`src/otxc_pkg.sv`:
```
// constants for the oscillator trim and external clock control block
package otxc_pkg;
	// special function register addresses
	localparam logic [7:0] HF_TRIM_ADDR   = 8'hB3;
	localparam logic [7:0] LF_CTRL_ADDR   = 8'hB4;
	localparam logic [7:0] XOSC_CTRL_ADDR = 8'hB1;
	// high-frequency trim field
	localparam int         HF_TRIM_W      = 5;
	localparam logic [4:0] HF_TRIM_DEF    = 5'h10;
	// low-frequency control fields
	localparam int         LF_ON_BIT      = 7;
	localparam int         LF_SETTLED_BIT = 6;
	localparam int         LF_TRIM_HI     = 5;
	localparam int         LF_TRIM_LO     = 2;
	localparam logic [7:0] LF_CTRL_RESET  = 8'h00;
	localparam int         LF_SETTLE_EDGES = 4;
	// external oscillator control fields
	localparam int         XOSC_MODE_HI   = 6;
	localparam int         XOSC_MODE_LO   = 4;
	localparam logic [7:0] XOSC_RESET     = 8'h00;
	localparam int         XTAL_VALID_BIT = 7;
	localparam int         XTAL_SETTLE_EDGES = 16;
	// external oscillator modes
	localparam logic [2:0] XM_OFF      = 3'h0;
	localparam logic [2:0] XM_CMOS     = 3'h2;
	localparam logic [2:0] XM_CMOS_DIV = 3'h3;
	localparam logic [2:0] XM_RC       = 3'h4;
	localparam logic [2:0] XM_CAP      = 3'h5;
	localparam logic [2:0] XM_XTAL     = 3'h6;
	localparam logic [2:0] XM_XTAL_DIV = 3'h7;
	// timing
	localparam int         CLK_PERIOD_PS = 5000;
	localparam int         LF_NOMINAL_KHZ = 80;
	localparam int         XDIV = 8;
endpackage

```
`src/otxc_top.sv`:
```
// oscillator trim, low-frequency oscillator and external clock control
`timescale 1ns/100ps
`default_nettype none
module otxc_top #(
	parameter logic [4:0] HF_TRIM_FACTORY = otxc_pkg::HF_TRIM_DEF
) (
	// clock and reset
	input  wire logic        i_clock,
	input  wire logic        i_reset,
	// special function register port
	input  wire logic [7:0]  i_sfr_addr,
	input  wire logic        i_sfr_write,
	input  wire logic [7:0]  i_sfr_wdata,
	output logic      [7:0]  o_sfr_rdata,
	// analog oscillator cores
	output logic      [4:0]  o_hf_period_trim,
	output logic             o_lf_osc_on,
	output logic      [3:0]  o_lf_fine_trim,
	input  wire logic        i_lf_osc_raw,
	output logic             o_lf_clock_out,
	input  wire logic        i_xosc_clock,
	input  wire logic        i_xosc_amp_ok,
	output logic      [2:0]  o_xosc_mode,
	output logic      [2:0]  o_xosc_range_code,
	// pin ownership
	output logic             o_xosc_in_pin_owned,
	output logic             o_xosc_out_pin_owned,
	// timer capture
	input  wire logic        i_t2_capture_mode,
	input  wire logic        i_t3_capture_mode,
	input  wire logic [15:0] i_t2_count,
	input  wire logic [15:0] i_t3_count,
	output logic             o_t2_capture,
	output logic             o_t3_capture,
	output logic      [15:0] o_t2_reload_pair,
	output logic      [15:0] o_t3_reload_pair,
	// external clock over eight, system clock domain
	output logic             o_xosc_div8_tick
);
	// register map, all on the special function register port
	//   hf trim register
	//     bits 7:5  unused, read zero, writes ignored
	//     bits 4:0  period trim, lower is faster
	//     reset     factory value from the parameter
	//   lf control register
	//     bit 7     oscillator enable, resets low
	//     bit 6     settled flag, read only
	//     bits 5:2  fine trim
	//     bits 1:0  output divider select
	//   external oscillator control register
	//     bit 7     crystal valid flag, read only
	//     bits 6:4  oscillator mode
	//     bit 3     reserved, reads zero
	//     bits 2:0  frequency range code, passed straight to the core
	//
	// port timing
	//   a write lands on the edge where the strobe is high
	//   read data follows the address one cycle later
	//   core controls follow the register one cycle later still
	//   back-to-back writes are fine, there is no busy state
	//
	// oscillator modes
	//   000 off, no pin taken, no divided tick
	//   010 and 011 cmos clock on the output pin
	//   100 rc network on the output pin
	//   101 capacitor on the output pin
	//   110 and 111 crystal or resonator across both pins
	//   001 is left undecoded and behaves as a one-pin mode
	//
	// hazards and limits
	//   raw oscillator levels are asynchronous; each passes two flops (the lf level is first gated by the enable)
	//   before any logic looks at it
	//   edge detection adds two to three cycles of latency, so captured
	//   counts trail the true edge by a fixed amount that cancels when
	//   software takes the difference of two captures
	//   the external source must stay at or below half the system clock
	//   or edges are lost in the synchroniser; slower is safer
	//   the divided tick is a one-cycle pulse, not a square wave, so a
	//   peripheral uses it as a count enable
	//   the settled flag is an edge count, not a frequency measurement;
	//   it only proves the core is toggling
	//   crystal valid needs both the amplitude detector and a run of
	//   clean edges, and drops at once if the amplitude detector goes away; a stop in edges does not clear it
	//   leaving crystal mode clears the valid flag and its counter
	//   disabling the lf core clears the settled flag, the divider and
	//   the edge count, so every enable starts from scratch
	//   the divider keeps counting through a change of select code, so
	//   the first output period after a change may be short
	//   trim writes reach the cores a cycle after the register; the cores must tolerate a
	//   step in trim while running
	//
	// state
	logic [4:0]  hf_trim_q;
	logic [7:0]  lf_ctrl_q;
	logic        lf_settled_q;
	logic [2:0]  lf_settle_cnt_q;
	logic [6:0]  xosc_ctrl_q;
	logic        xtal_valid_q;
	logic [4:0]  xtal_cnt_q;
	logic [2:0]  lf_sync_q;
	logic [2:0]  lf_div_q;
	logic [2:0]  xdiv_cnt_q;
	logic [2:0]  xsync_q;
	logic [2:0]  amp_sync_q;
	logic        lf_rise;
	logic        lf_fall;
	logic        xosc_rise;
	logic        xtal_mode;
	logic        lf_on;
	logic [1:0]  lf_div_sel;

	assign lf_on      = lf_ctrl_q[otxc_pkg::LF_ON_BIT];
	assign lf_div_sel = lf_ctrl_q[1:0];
	assign xtal_mode  = (xosc_ctrl_q[6:4] == otxc_pkg::XM_XTAL) ||
	                    (xosc_ctrl_q[6:4] == otxc_pkg::XM_XTAL_DIV);

	// high-frequency trim, reset loads the factory value
	always_ff @(posedge i_clock) begin
		if (i_reset) begin
			hf_trim_q <= HF_TRIM_FACTORY;
		end else if (i_sfr_write && i_sfr_addr == otxc_pkg::HF_TRIM_ADDR) begin
			hf_trim_q <= i_sfr_wdata[4:0];
		end
	end

	// low-frequency control; bit 6 is never stored
	always_ff @(posedge i_clock) begin
		if (i_reset) begin
			lf_ctrl_q <= otxc_pkg::LF_CTRL_RESET;
		end else if (i_sfr_write && i_sfr_addr == otxc_pkg::LF_CTRL_ADDR) begin
			lf_ctrl_q <= {i_sfr_wdata[7], 1'b0, i_sfr_wdata[5:0]};
		end
	end

	// external oscillator control, bit 3 reserved
	always_ff @(posedge i_clock) begin
		if (i_reset) begin
			xosc_ctrl_q <= otxc_pkg::XOSC_RESET[6:0];
		end else if (i_sfr_write && i_sfr_addr == otxc_pkg::XOSC_CTRL_ADDR) begin
			xosc_ctrl_q <= {i_sfr_wdata[6:4], 1'b0, i_sfr_wdata[2:0]};
		end
	end

	// synchronise the raw oscillator outputs; stage 0 feeds stage 1 only
	always_ff @(posedge i_clock) begin
		if (i_reset) begin
			lf_sync_q  <= 3'h0;
			xsync_q    <= 3'h0;
			amp_sync_q <= 3'h0;
		end else begin
			lf_sync_q  <= {lf_sync_q[1:0], i_lf_osc_raw & lf_on};
			xsync_q    <= {xsync_q[1:0], i_xosc_clock};
			amp_sync_q <= {amp_sync_q[1:0], i_xosc_amp_ok};
		end
	end

	assign lf_rise   = lf_sync_q[1] & ~lf_sync_q[2];
	assign lf_fall   = ~lf_sync_q[1] & lf_sync_q[2];
	assign xosc_rise = xsync_q[1] & ~xsync_q[2] &&
	                   xosc_ctrl_q[6:4] != otxc_pkg::XM_OFF;

	// ready flag: count oscillator edges after enable; cleared when off
	always_ff @(posedge i_clock) begin
		if (i_reset || !lf_on) begin
			lf_settle_cnt_q <= 3'h0;
			lf_settled_q    <= 1'b0;
		end else if (lf_rise && !lf_settled_q) begin
			lf_settle_cnt_q <= lf_settle_cnt_q + 3'h1;
			if (lf_settle_cnt_q == 3'(otxc_pkg::LF_SETTLE_EDGES - 1)) begin
				lf_settled_q <= 1'b1;
			end
		end
	end

	// output divider counts rising edges of the 80 kHz source
	always_ff @(posedge i_clock) begin
		if (i_reset || !lf_on) begin
			lf_div_q <= 3'h0;
		end else if (lf_rise) begin
			lf_div_q <= lf_div_q + 3'h1;
		end
	end

	// divide by 8/4/2/1 for codes 00/01/10/11
	always_ff @(posedge i_clock) begin
		if (i_reset) begin
			o_lf_clock_out <= 1'b0;
		end else begin
			case (lf_div_sel)
				2'h0: o_lf_clock_out <= lf_div_q[2];
				2'h1: o_lf_clock_out <= lf_div_q[1];
				2'h2: o_lf_clock_out <= lf_div_q[0];
				default: o_lf_clock_out <= lf_sync_q[2];
			endcase
		end
	end

	// capture timer counts on oscillator edges into the reload pairs
	always_ff @(posedge i_clock) begin
		if (i_reset) begin
			o_t2_reload_pair <= 16'h0000;
			o_t3_reload_pair <= 16'h0000;
			o_t2_capture     <= 1'b0;
			o_t3_capture     <= 1'b0;
		end else begin
			o_t2_capture <= i_t2_capture_mode & lf_fall;
			o_t3_capture <= i_t3_capture_mode & lf_rise;
			if (i_t2_capture_mode && lf_fall) begin
				o_t2_reload_pair <= i_t2_count;
			end
			if (i_t3_capture_mode && lf_rise) begin
				o_t3_reload_pair <= i_t3_count;
			end
		end
	end

	// external clock over eight as a one-cycle tick; sampling adds up to
	// one system cycle of jitter to each tick
	always_ff @(posedge i_clock) begin
		if (i_reset) begin
			xdiv_cnt_q       <= 3'h0;
			o_xosc_div8_tick <= 1'b0;
		end else begin
			o_xosc_div8_tick <= 1'b0;
			if (xosc_rise) begin
				xdiv_cnt_q <= xdiv_cnt_q + 3'h1;
				o_xosc_div8_tick <= (xdiv_cnt_q == 3'(otxc_pkg::XDIV - 1));
			end
		end
	end

	// crystal valid after amplitude good and a run of clean edges
	always_ff @(posedge i_clock) begin
		if (i_reset || !xtal_mode || !amp_sync_q[2]) begin
			xtal_cnt_q   <= 5'h00;
			xtal_valid_q <= 1'b0;
		end else if (xosc_rise && !xtal_valid_q) begin
			xtal_cnt_q <= xtal_cnt_q + 5'h01;
			if (xtal_cnt_q == 5'(otxc_pkg::XTAL_SETTLE_EDGES - 1)) begin
				xtal_valid_q <= 1'b1;
			end
		end
	end

	// register read mux; unmapped addresses read zero
	always_ff @(posedge i_clock) begin
		if (i_reset) begin
			o_sfr_rdata <= 8'h00;
		end else begin
			case (i_sfr_addr)
				otxc_pkg::HF_TRIM_ADDR: o_sfr_rdata <= {3'h0, hf_trim_q};
				otxc_pkg::LF_CTRL_ADDR: o_sfr_rdata <= {lf_ctrl_q[7],
					lf_settled_q, lf_ctrl_q[5:0]};
				otxc_pkg::XOSC_CTRL_ADDR: o_sfr_rdata <= {xtal_valid_q,
					xosc_ctrl_q};
				default: o_sfr_rdata <= 8'h00;
			endcase
		end
	end

	// analog controls and pin ownership
	always_ff @(posedge i_clock) begin
		if (i_reset) begin
			o_hf_period_trim     <= HF_TRIM_FACTORY;
			o_lf_osc_on          <= 1'b0;
			o_lf_fine_trim       <= 4'h0;
			o_xosc_mode          <= otxc_pkg::XM_OFF;
			o_xosc_range_code    <= 3'h0;
			o_xosc_in_pin_owned  <= 1'b0;
			o_xosc_out_pin_owned <= 1'b0;
		end else begin
			o_hf_period_trim     <= hf_trim_q;
			o_lf_osc_on          <= lf_on;
			o_lf_fine_trim       <= lf_ctrl_q[5:2];
			o_xosc_mode          <= xosc_ctrl_q[6:4];
			o_xosc_range_code    <= xosc_ctrl_q[2:0];
			o_xosc_in_pin_owned  <= xtal_mode;
			o_xosc_out_pin_owned <= xosc_ctrl_q[6:4] != otxc_pkg::XM_OFF;
		end
	end
endmodule
`default_nettype wire

```
`config.mk`:
```
export PLATFORM = sky130hd
export DESIGN_NAME = otxc_top
export DESIGN_NICKNAME = d
export VERILOG_FILES = /design/src/otxc_pkg.sv /design/src/otxc_top.sv
export SDC_FILE = /design/constraint.sdc
export NUM_CORES = 1
export LEC_CHECK = 0
export BUFFER_PORTS_ARGS = -buffer_cell sky130_fd_sc_hd__buf_2
export CAP_MARGIN = 20
export CORE_ASPECT_RATIO = 0.75
export CORE_UTILIZATION = 54
export CTS_CLUSTER_DIAMETER = 60
export DETAILED_ROUTE_END_ITERATION = 16
export HOLD_SLACK_MARGIN = 0.02
export PLACE_DENSITY = 0.94
export SKIP_CTS_REPAIR_TIMING = 1
export SKIP_LAST_GASP = 1
export SLEW_MARGIN = 40
export SYNTH_ARGS = -nofsm -noshare
export SYNTH_HDL_FRONTEND = slang
export SYNTH_SLANG_ARGS = --single-unit
```
`constraint.sdc`:
```
create_clock -name i_clock -period 3.15 [get_ports i_clock]
set_input_delay 0.63 -clock i_clock [delete_from_list [all_inputs] [get_ports i_clock]]
set_output_delay 0.63 -clock i_clock [all_outputs]
set_load 0.01 [all_outputs]
```
Yosys cells after proc, flatten, opt, wreduce, memory -nomap -nowiden
Cells that the tools add are included.
- bits in registers: 105
- reductions and logical operators: 22
- muxes and demuxes: 2
- bitwise gates (word level): 10
- add/sub/neg operators: 4
- equality and inequality tests: 10
- operators with widths (kind ; count):
    equality test 8 bit (second input constant) ; 3
    case mux 8 bit (3 select lines) ; 1
    adder 3 x 1 -> 3 bit (second input constant) ; 3
    equality test 3 bit (second input constant) ; 3
    logical AND 1 bit ; 8
    bitwise AND 1 bit ; 6
    adder 5 x 1 -> 5 bit (second input constant) ; 1
    equality test 5 x 4 -> 1 bit (second input constant) ; 1
    zero test 1 bit ; 5
    logical OR 1 bit ; 4
    NOT 1 bit ; 4
    AND reduction 2 bit ; 2
    equality test 3 x 2 -> 1 bit (second input constant) ; 1
    case mux 1 bit (3 select lines) ; 1
    nonzero test 3 bit ; 1
    equality test 2 x 1 -> 1 bit (second input constant) ; 1
    equality test 2 bit (second input constant) ; 1
    zero test 2 bit ; 1
    OR reduction 2 bit ; 1

Depth between registers and ports, before layout
Gate-level depths: netlist of run 1.
- depth in word-level cells: 5
- gate-level depth with buffers: 5

Least setup slack after synthesis of run 1
OpenSTA, ideal clock, no wires.
- kind: input port to flip-flop
- start point: input i_sfr_addr[6]
- end point: register xosc_ctrl_q[1]
- slack: 1.438 ns
- arrival time: 1.586 ns
- stages: 4
- data required time: 3.024 ns
- cell sequence: nand4bb_1 > or4_1 > clkbuf_1 > mux2i_1
- longest elaborated chain between the ends: 2
- ends and longest elaborated chain (what ; RTL line ; source):
    from (decl) ; otxc_top.sv:11 ; input wire logic [7:0] i_sfr_addr,
    equality test 8 bit ; otxc_top.sv:139 ; end else if (i_sfr_write && i_sfr_addr == otxc_pkg::XOSC_CTRL_ADDR) begin
    logical AND 1 bit ; otxc_top.sv:139 ;
    to (signal assigned) ; otxc_top.sv:138 ; xosc_ctrl_q <= otxc_pkg::XOSC_RESET[6:0];
    to (signal assigned) ; otxc_top.sv:140 ; xosc_ctrl_q <= {i_sfr_wdata[6:4], 1'b0, i_sfr_wdata[2:0]};
    to (decl) ; otxc_top.sv:97 ; logic [6:0] xosc_ctrl_q;
Every way passes these cells.
A chain may end at the register's enable or synchronous reset.

==> results_dict.tcl, run 1 <==
set metrics [dict create \
    track_usage 0.226 \
    cts_buffers 9 \
    avgSynthCellArea_um2 9.43 \
    postPlaceCellArea_um2 4460 \
    report.final.setup_viol 0 \
    hp-class "reg -> reg" \
    status "finished, final reports clean" \
    final_cell_area_um2 4700 \
    async_reset_ff_frac 0 \
    leakage_uw 0.00222 \
    ioPinCount 118 \
    p_sw_uw 479 \
    rsz0062_at_grt "false" \
    overflow 0 \
    ir_drop_mv 0.453 \
    cts.path.max_buffers 2 \
    powerDensity_nw_per_um2 502 \
    max_stage_delay_ps 540 \
    area_growth_pct 22.6 \
    ys_warn_count 0 \
    drive_gt1_frac 0.273 \
    num_antenna_cells 0 \
    crit_family "buffers and inverters" \
    grt_first_pass_wirelength_mm 12.8 \
    tns_ps 0 \
    synth_edf_count 0 \
    route.detailed.drc 0 \
    synth_area_leaders "dfxtp_1 (55%), nand2_1 (6.9%), a21oi_1 (5.7%)" \
    worstSkewPairLatency_ps 370 \
    clkSinkCount 105 \
    grt_start_max_net_pins 44 \
    fin_nets 578 \
    start_kind "primary input" \
    share_comb_of_total_power 0.035 \
    first_pass_iters 4 \
    worstReg2RegStart "xtal_valid_q" \
    dieArea_um2 7450 \
    worstHoldStart "amp_sync_q[0]" \
    reg2reg_to "xtal_cnt_q[3]" \
    synth_ff_type "dfxtp_1" \
    wirelength_mm 8.58 \
    critical_path.cell_chain "buf_2, buf_4, nand2b_1, mux2i_1" \
    crit_required_ps 3400 \
    h-tree-depth 3 \
    worstHoldPathCells 1 \
    clkPwrFrac 0.401 \
    min_period_ps 1680 \
    synth_top_area_frac 0.548 \
    via_count 3166 \
    rr_worst_depth 3 \
    syn_inst 407 \
    path_class "in -> reg" \
    path_buf_inv 2 \
    fp.dieH_um 75.0 \
    clkSlewWorstSetupHoldPaths_ps 80 \
    critPathSlowestCell "buf_2" \
    ant_nets 0 \
    intPower_uw 1880 \
    rows 26 \
    drv_slew 0 \
    ys_types 41 \
    initial_core_util 0.562 \
    synth_nets 470 \
    p_seq_frac 0.564 \
    drtIter0Drc 205 \
    seq_area_frac_synth 0.548 \
    clock_skew_ps 10.2 \
    fillers 507 \
    wl_per_cell_um 14.2 \
    max_cap_viol_count 0 \
    synth_top_area_cell "dfxtp_1" \
    dieWidth_um 99.3 \
    gp_congestion 0.856 \
    root_buffer "clkbuf_8" \
    yosys_register_bits 105 \
    synth_area_um2 3840 \
    r2r_slack_ps 1680 \
    worstSetupEndpointType "flip-flop" \
    path_max_fanout 43 \
    cp.arrival_ps 1930 \
    grt_pass1_vias 2828 \
    dp_hpwl_mm 6.14 \
    viasPerCell 5.24 \
    portBuffers 117 \
    cts_tree "built" \
    tightestPinTransition_ps 704 \
    core_um2 6830 \
    antenna_found_initial 0 \
    finalHoldViolCount 0 \
    fin_crit_sh 0.533 \
    swShare 0.203 \
    clock.fmax_mhz 595 \
    slew_headroom 0.529 \
    holdPathEnd "amp_sync_q[1]" \
]
[cell usage in the layout (no fill, tap or decap), drive strengths merged, types with 3 or more instances in the layout]
cell	count
a21oi	44
a22oi	3
and3b	12
buf	119
clkbuf	12
dfxtp	105
ha	7
inv	18
mux2i	20
nand2	71
nand2b	25
nand3	5
nand3b	4
nor2	14
nor2b	14
nor3	5
o21ai	9
or3	3
[cell usage after synthesis (2+ instances only)]
master / number
dfxtp_1: 105
nand2_1: 71
a21oi_1: 44
nand2b_1: 25
mux2i_1: 20
clkbuf_1: 18
inv_1: 18
nor2_1: 14
nor2b_1: 14
and3b_1: 12
o21ai_0: 9
ha_1: 7
nand3_1: 5
nor3_1: 5
nand3b_1: 4
a22oi_1: 3
or3_1: 3
and3_1: 2
buf_2: 2
nor3b_1: 2
nor4b_1: 2
or4_1: 2
xnor2_1: 2
[cells by family after synthesis]
| kind of cell | count (synthesis) | synth area share |
|---|---|---|
| AND/OR/NAND/NOR | 170 | 0.238 |
| buffers and inverters | 40 | 0.0411 |
| AO/OA/AOI/OAI | 60 | 0.0828 |
| adder cells (fa/ha/maj) | 7 | 0.0228 |
| multiplexers | 22 | 0.0610 |
| flip-flops | 105 | 0.548 |
| XOR/XNOR | 3 | 0.00685 |
[how the worst max path moves through the flow]
stage / slack, ps / cells after the start / endpoint / startpoint
5_1_grt: 1400 / 4 / hf_trim_q[0] / i_reset
6_report: 1470 / 4 / hf_trim_q[0] / i_reset
2_1_floorplan: 1440 / 4 / xosc_ctrl_q[1] / i_sfr_addr[6]
3_3_place_gp: 1170 / 4 / hf_trim_q[0] / i_reset
3_5_place_dp: 1120 / 4 / hf_trim_q[0] / i_reset
4_1_cts: 1490 / 4 / hf_trim_q[0] / i_reset
[metrics by stage]
step	setup WS [ps]	total power [uW]	util	std cells	hold WS, ps
3_3_place_gp	1170	1440	0.653	588	419
5_1_grt	1400	2440	0.688	604	454
6_report	1470	2360	0.688	604	441
4_1_cts	1490	2370	0.688	604	442
2_1_floorplan	1440	1400	-	407	414
3_5_place_dp	1120	1440	0.653	588	421
[layer usage]
layer	GRT usage	part of all wire	up-vias
li1	-	-	1560
met1	0.267	0.43	1466
met2	0.389	0.49	120
met3	0.0789	0.068	20
met4	0.0866	0.018	0
met5	0	0	-
[state kept, by name, summed over array words and instances, names as in the netlist, 3 cells and up]
signal             flops
o_xosc_mode            3
lf_sync_q              3
xtal_cnt_q             5
o_lf_fine_trim         4
o_sfr_rdata            8
xsync_q                3
o_xosc_range_code      3
lf_div_q               3
xosc_ctrl_q            6
xdiv_cnt_q             3
lf_settle_cnt_q        3
amp_sync_q             3
o_t3_reload_pair      16
hf_trim_q              5
lf_ctrl_q              7
o_hf_period_trim       5
o_t2_reload_pair      16
[worst reg2reg max path: stages (launching register included)]
cell and delay [ps]:
dfxtp_1 370, or3b_4 430, or4_1 470, a21oi_1 140
[layout make-up]
| class | instances | area (um2) | area share |
|---|---|---|---|
| timing repair buffer | 119 | 601 | 0.128 |
| tap | 84 | 105 | 0.0223 |
| multi-input combinational | 262 | 1590 | 0.338 |
| clock inverter | 4 | 73.8 | 0.0157 |
| inverter | 18 | 67.6 | 0.0144 |
| clock buffer | 12 | 165 | 0.0351 |
| sequential | 105 | 2100 | 0.447 |
[power groups by stage]
stage               clock, uW  combinational [uW]  sequential (uW)
floorplan                   0                36.6             1360
global placement            0                80.4             1360
detailed placement          0                82.2             1360
CTS                       959                82.6             1330
global route             1020                89.8             1330
finish                    947                83.5             1330
Power figures use the tool's default switching activity.
==> run 2, diff against run 1 <==
- CORE_UTILIZATION: 54 -> 50
- PLACE_DENSITY: 0.94 -> 0.89
- clock period: 3.15 -> 1.7 ns (I/O delays scaled with it)
==> run 2 against run 1 <==
Final area shrank 0.35%. Flip-flop and latch count unchanged. Cell count rose by 3.1%. Combinational power is 87% higher. Worst hold slack worse by 270 ps. First-iteration DRC count fell by 38%. Sequential power grew 86%. Global-route usage decreased by 0.78 points. Largest power group unchanged. Critical path depth shrank 1.
==> results_dict.tcl, run 2 (synthesis gave the netlist of run 1 again) <==
set metrics [dict create \
    place_ws_ps 48.0 \
    core_um2 7400 \
    largestRegisters "o_t2_reload_pair (16), o_t3_reload_pair (16), o_sfr_rdata (8)" \
    dieWidth_um 103 \
    portBuffers 117 \
    tightestPinTransition_ps 673 \
    cts_tree "built" \
    p_seq_frac 0.621 \
    slew_headroom 0.550 \
    fin_nets 581 \
    layout_commonest_cell "buf_2" \
    min_period_ps 1510 \
    drv_slew 0 \
    rsz0062_at_grt "false" \
    area_growth_pct 22.1 \
    antenna_found_initial 0 \
    drive_gt1_frac 0.272 \
    grt_start_max_net_pins 66 \
    tns_ps 0 \
    hp-class "in -> reg" \
    root_buffer "clkbuf_8" \
    overflow 0 \
    grt_first_pass_wirelength_mm 13.6 \
    max_cap_viol_count 0 \
    cts_buffers 9 \
    worstSetupEndpointType "flip-flop" \
    max_stage_delay_ps 470 \
    share_comb_of_total_power 0.039 \
    cts.path.max_buffers 2 \
    clkSinkCount 105 \
    viasPerCell 4.99 \
    ioPinCount 118 \
    path_max_fanout 5 \
    clock_skew_ps 9.23 \
    drtIter0Drc 128 \
    final_cell_area_um2 4690 \
    track_usage 0.218 \
    cp.arrival_ps 1800 \
    clock.fmax_mhz 663 \
    status "finished, final reports clean" \
    gp_congestion 0.815 \
    intPower_uw 3100 \
    final_cell_mix "buf_2 (117), dfxtp_1 (105), nand2_1 (71)" \
    p_sw_uw 869 \
    report.final.setup_viol 0 \
    dieArea_um2 8030 \
    first_pass_iters 5 \
    num_antenna_cells 0 \
    start_kind "flip-flop" \
    critPathSlowestCell "or4_1" \
    critical_path.cell_chain "or3b_4, or4_1, a21oi_1" \
    initial_core_util 0.519 \
    grt_pass1_vias 2990 \
    clkPwrFrac 0.340 \
    layout_setup_ws_ps 191 \
    swShare 0.219 \
    postPlaceCellArea_um2 4520 \
    p_total_uw 3970 \
    worstSkewPairLatency_ps 370 \
    powerDensity_nw_per_um2 848 \
    h-tree-depth 3 \
    wl_per_cell_um 13.1 \
    route.detailed.drc 0 \
    fp.dieH_um 77.9 \
    holdWs_ps 172 \
    via_count 3110 \
    ir_drop_mv 0.495 \
    finalHoldViolCount 0 \
    wirelength_mm 8.18 \
    crit_required_ps 1990 \
    ant_nets 0 \
    clkSlewWorstSetupHoldPaths_ps 90 \
    dp_hpwl_mm 6.03 \
    fin_crit_sh 0.887 \
    rows 27 \
    leakage_uw 0.00219 \
    path_class "reg -> reg" \
]
-- run 2: cell count changes in the layout (fill, tap and decap cells not counted), sizes merged --
| cell | change |
|---|---|
| clkinv | -2 |
| clkbuf | -1 |
| bufinv | -2 |
| buf | +3 |
| clkinvlp | +4 |
-- run 2: final cells by class --
type	count	area, um2
Tap cell	101	126
Sequential cell	105	2100
Timing Repair Buffer	122	636
Inverter	18	67.6
Clock inverter	4	30.0
Multi-Input combinational cell	262	1580
Fill cell	622	2710
Clock buffer	11	141
-- run 2: metrics by stage --
step                std cells   util
floorplan                 407      -
global placement          608  0.610
detailed placement        608  0.610
CTS                       623  0.634
global route              623  0.634
finish                    623  0.634
-- run 2: path summary, 6_finish.rpt --
check | cells past startpoint | slack [ps] | start | end
setup / recovery | 3 | 190 | xtal_valid_q | xtal_cnt_q[3]
hold / removal | 2 | 170 | i_lf_osc_raw | lf_sync_q[0]
setup reg to reg | 3 | 190 | xtal_valid_q | xtal_cnt_q[3]
hold reg to reg | 1 | 440 | amp_sync_q[0] | amp_sync_q[1]
-- run 2: layer usage --
layer  vias up  GRT usage  routed length [um]  share of wire
met4         0     0.0944                 161          0.020
li1       1570          -                   -              -
met1      1444      0.268                3710           0.45
met2        83      0.358                3920           0.48
met3        13     0.0586                 394          0.048
met5         -          0                   0              0
-- run 2: power groups by stage --
stage / clock [uW] / combinational [uW] / sequential (uW)
after floorplan: 0 / 67.9 / 2520
after global routing: 1490 / 169 / 2470
after detailed placement: 0 / 155 / 2520
after global placement: 0 / 151 / 2520
after CTS: 1380 / 156 / 2470
final: 1350 / 156 / 2470
-- run 2: worst max-delay path, delay by kind of cell, from the launching register on --
| kind | cells | cell delay (ps) |
|---|---|---|
| DFF | 1 | 360 |
| and+or+nand+nor | 2 | 900 |
| AOI/OAI and AO/OA | 1 | 170 |
==> run 3, diff against run 2 <==
- PLACE_DENSITY: 0.89 -> 0.9
==> run 3 against run 2 <==
Sequential power about the same. Cell count rose by 0.48%. Combinational power about the same. First-iteration DRC count down 27%. Sequential share of layout area down 0.42 points. Largest cell class unchanged. Register-to-register slack better by 40 ps.
==> results_dict.tcl, run 3 (synthesis gave the netlist of run 1 again) <==
set metrics [dict create \
    status "finished, final reports clean" \
    cts_tree "built" \
    grt_pass1_vias 2916 \
    track_usage 0.207 \
    intPower_uw 3280 \
    via_count 3105 \
    hp-class "in -> reg" \
    final_cell_mix "buf_2 (117), dfxtp_1 (105), nand2_1 (71)" \
    min_period_ps 1470 \
    route.detailed.drc 0 \
    fin_crit_sh 0.863 \
    wl_per_cell_um 12.7 \
    finalHoldViolCount 0 \
    drive_gt1_frac 0.278 \
    first_pass_iters 4 \
    powerDensity_nw_per_um2 891 \
    wirelength_mm 7.93 \
    antenna_found_initial 0 \
    h-tree-depth 3 \
    postPlaceCellArea_um2 4520 \
    cts_buffers 9 \
    report.final.setup_viol 0 \
    start_kind "flip-flop" \
    cp.arrival_ps 1770 \
    dieArea_um2 8030 \
    gp_congestion 0.881 \
    dieWidth_um 103 \
    rows 27 \
    final_cell_area_um2 4730 \
    fin_nets 583 \
    initial_core_util 0.519 \
    grt_start_max_net_pins 26 \
    path_max_fanout 5 \
    drtIter0Drc 93 \
    rsz0062_at_grt "false" \
    worstSkewPairLatency_ps 360 \
    swShare 0.221 \
    slew_headroom 0.564 \
    tns_ps 0 \
    clkSinkCount 105 \
    crit_required_ps 2000 \
    portBuffers 117 \
    grt_first_pass_wirelength_mm 13.0 \
    clock.fmax_mhz 682 \
    clkPwrFrac 0.377 \
    cts.path.max_buffers 2 \
    area_growth_pct 23.3 \
    max_cap_viol_count 0 \
    path_class "reg -> reg" \
    overflow 0 \
    core_um2 7400 \
    clock_skew_ps 9.69 \
    leakage_uw 0.00222 \
    place_ws_ps 26.5 \
    layout_setup_ws_ps 233 \
    p_seq_frac 0.585 \
    num_antenna_cells 0 \
    ioPinCount 118 \
    clkSlewWorstSetupHoldPaths_ps 90 \
    drv_slew 0 \
    worstSetupEndpointType "flip-flop" \
    root_buffer "clkbuf_8" \
    viasPerCell 4.96 \
    layout_commonest_cell "buf_2" \
    ant_nets 0 \
    rr_worst_depth 3 \
    fp.dieH_um 77.9 \
    fin_util 0.639 \
    tightestPinTransition_ps 652 \
    worstHoldPathCells 2 \
    share_comb_of_total_power 0.037 \
    ir_drop_mv 0.636 \
    dp_hpwl_mm 5.96 \
    holdWs_ps 179 \
    largestRegisters "o_t2_reload_pair (16), o_t3_reload_pair (16), o_sfr_rdata (8)" \
    p_sw_uw 931 \
]
## run 3: per-stage QoR
stage / power (uW) / cells
2_1_floorplan: 2590 / 407
3_3_place_gp: 2680 / 610
3_5_place_dp: 2680 / 610
4_1_cts: 4250 / 626
5_1_grt: 4370 / 626
6_report: 4220 / 626
## run 3: power groups by stage
| stage | Sequential, uW | Combinational (uW) | Clock (uW) |
|---|---|---|---|
| detailed placement | 2520 | 157 | 0 |
| finish | 2470 | 158 | 1590 |
| global route | 2470 | 171 | 1730 |
| floorplan | 2520 | 67.9 | 0 |
| CTS | 2470 | 157 | 1630 |
| global placement | 2520 | 152 | 0 |
## run 3: worst paths after layout
check	startpoint	end	slack (ps)
worst min register to register	amp_sync_q[0]	amp_sync_q[1]	450
worst max-delay path	xtal_valid_q	xtal_cnt_q[3]	230
worst min-delay path	i_lf_osc_raw	lf_sync_q[0]	180
worst max register to register	xtal_valid_q	xtal_cnt_q[3]	230
## run 3: cell type report
class | instances | area, um2
Timing Repair Buffer | 124 | 638
Fill cell | 610 | 2670
Clock inverter | 6 | 75.1
Tap cell | 101 | 126
Clock buffer | 10 | 138
Sequential cell | 105 | 2100
Multi-Input combinational cell | 262 | 1580
Inverter | 18 | 67.6
## run 3: worst max-delay path, stage by stage, from the launching register on
cell     delay (ps)
dfxtp_1         360
or3b_4          430
or4_1           470
a21oi_1         140
## run 3: per-layer routing
metal | GRT usage | up-vias | share of wire
met5 | 0 | - | 0
met2 | 0.348 | 93 | 0.49
met4 | 0.0493 | 0 | 0.0072
met1 | 0.255 | 1429 | 0.44
met3 | 0.0694 | 6 | 0.063
li1 | - | 1577 | -
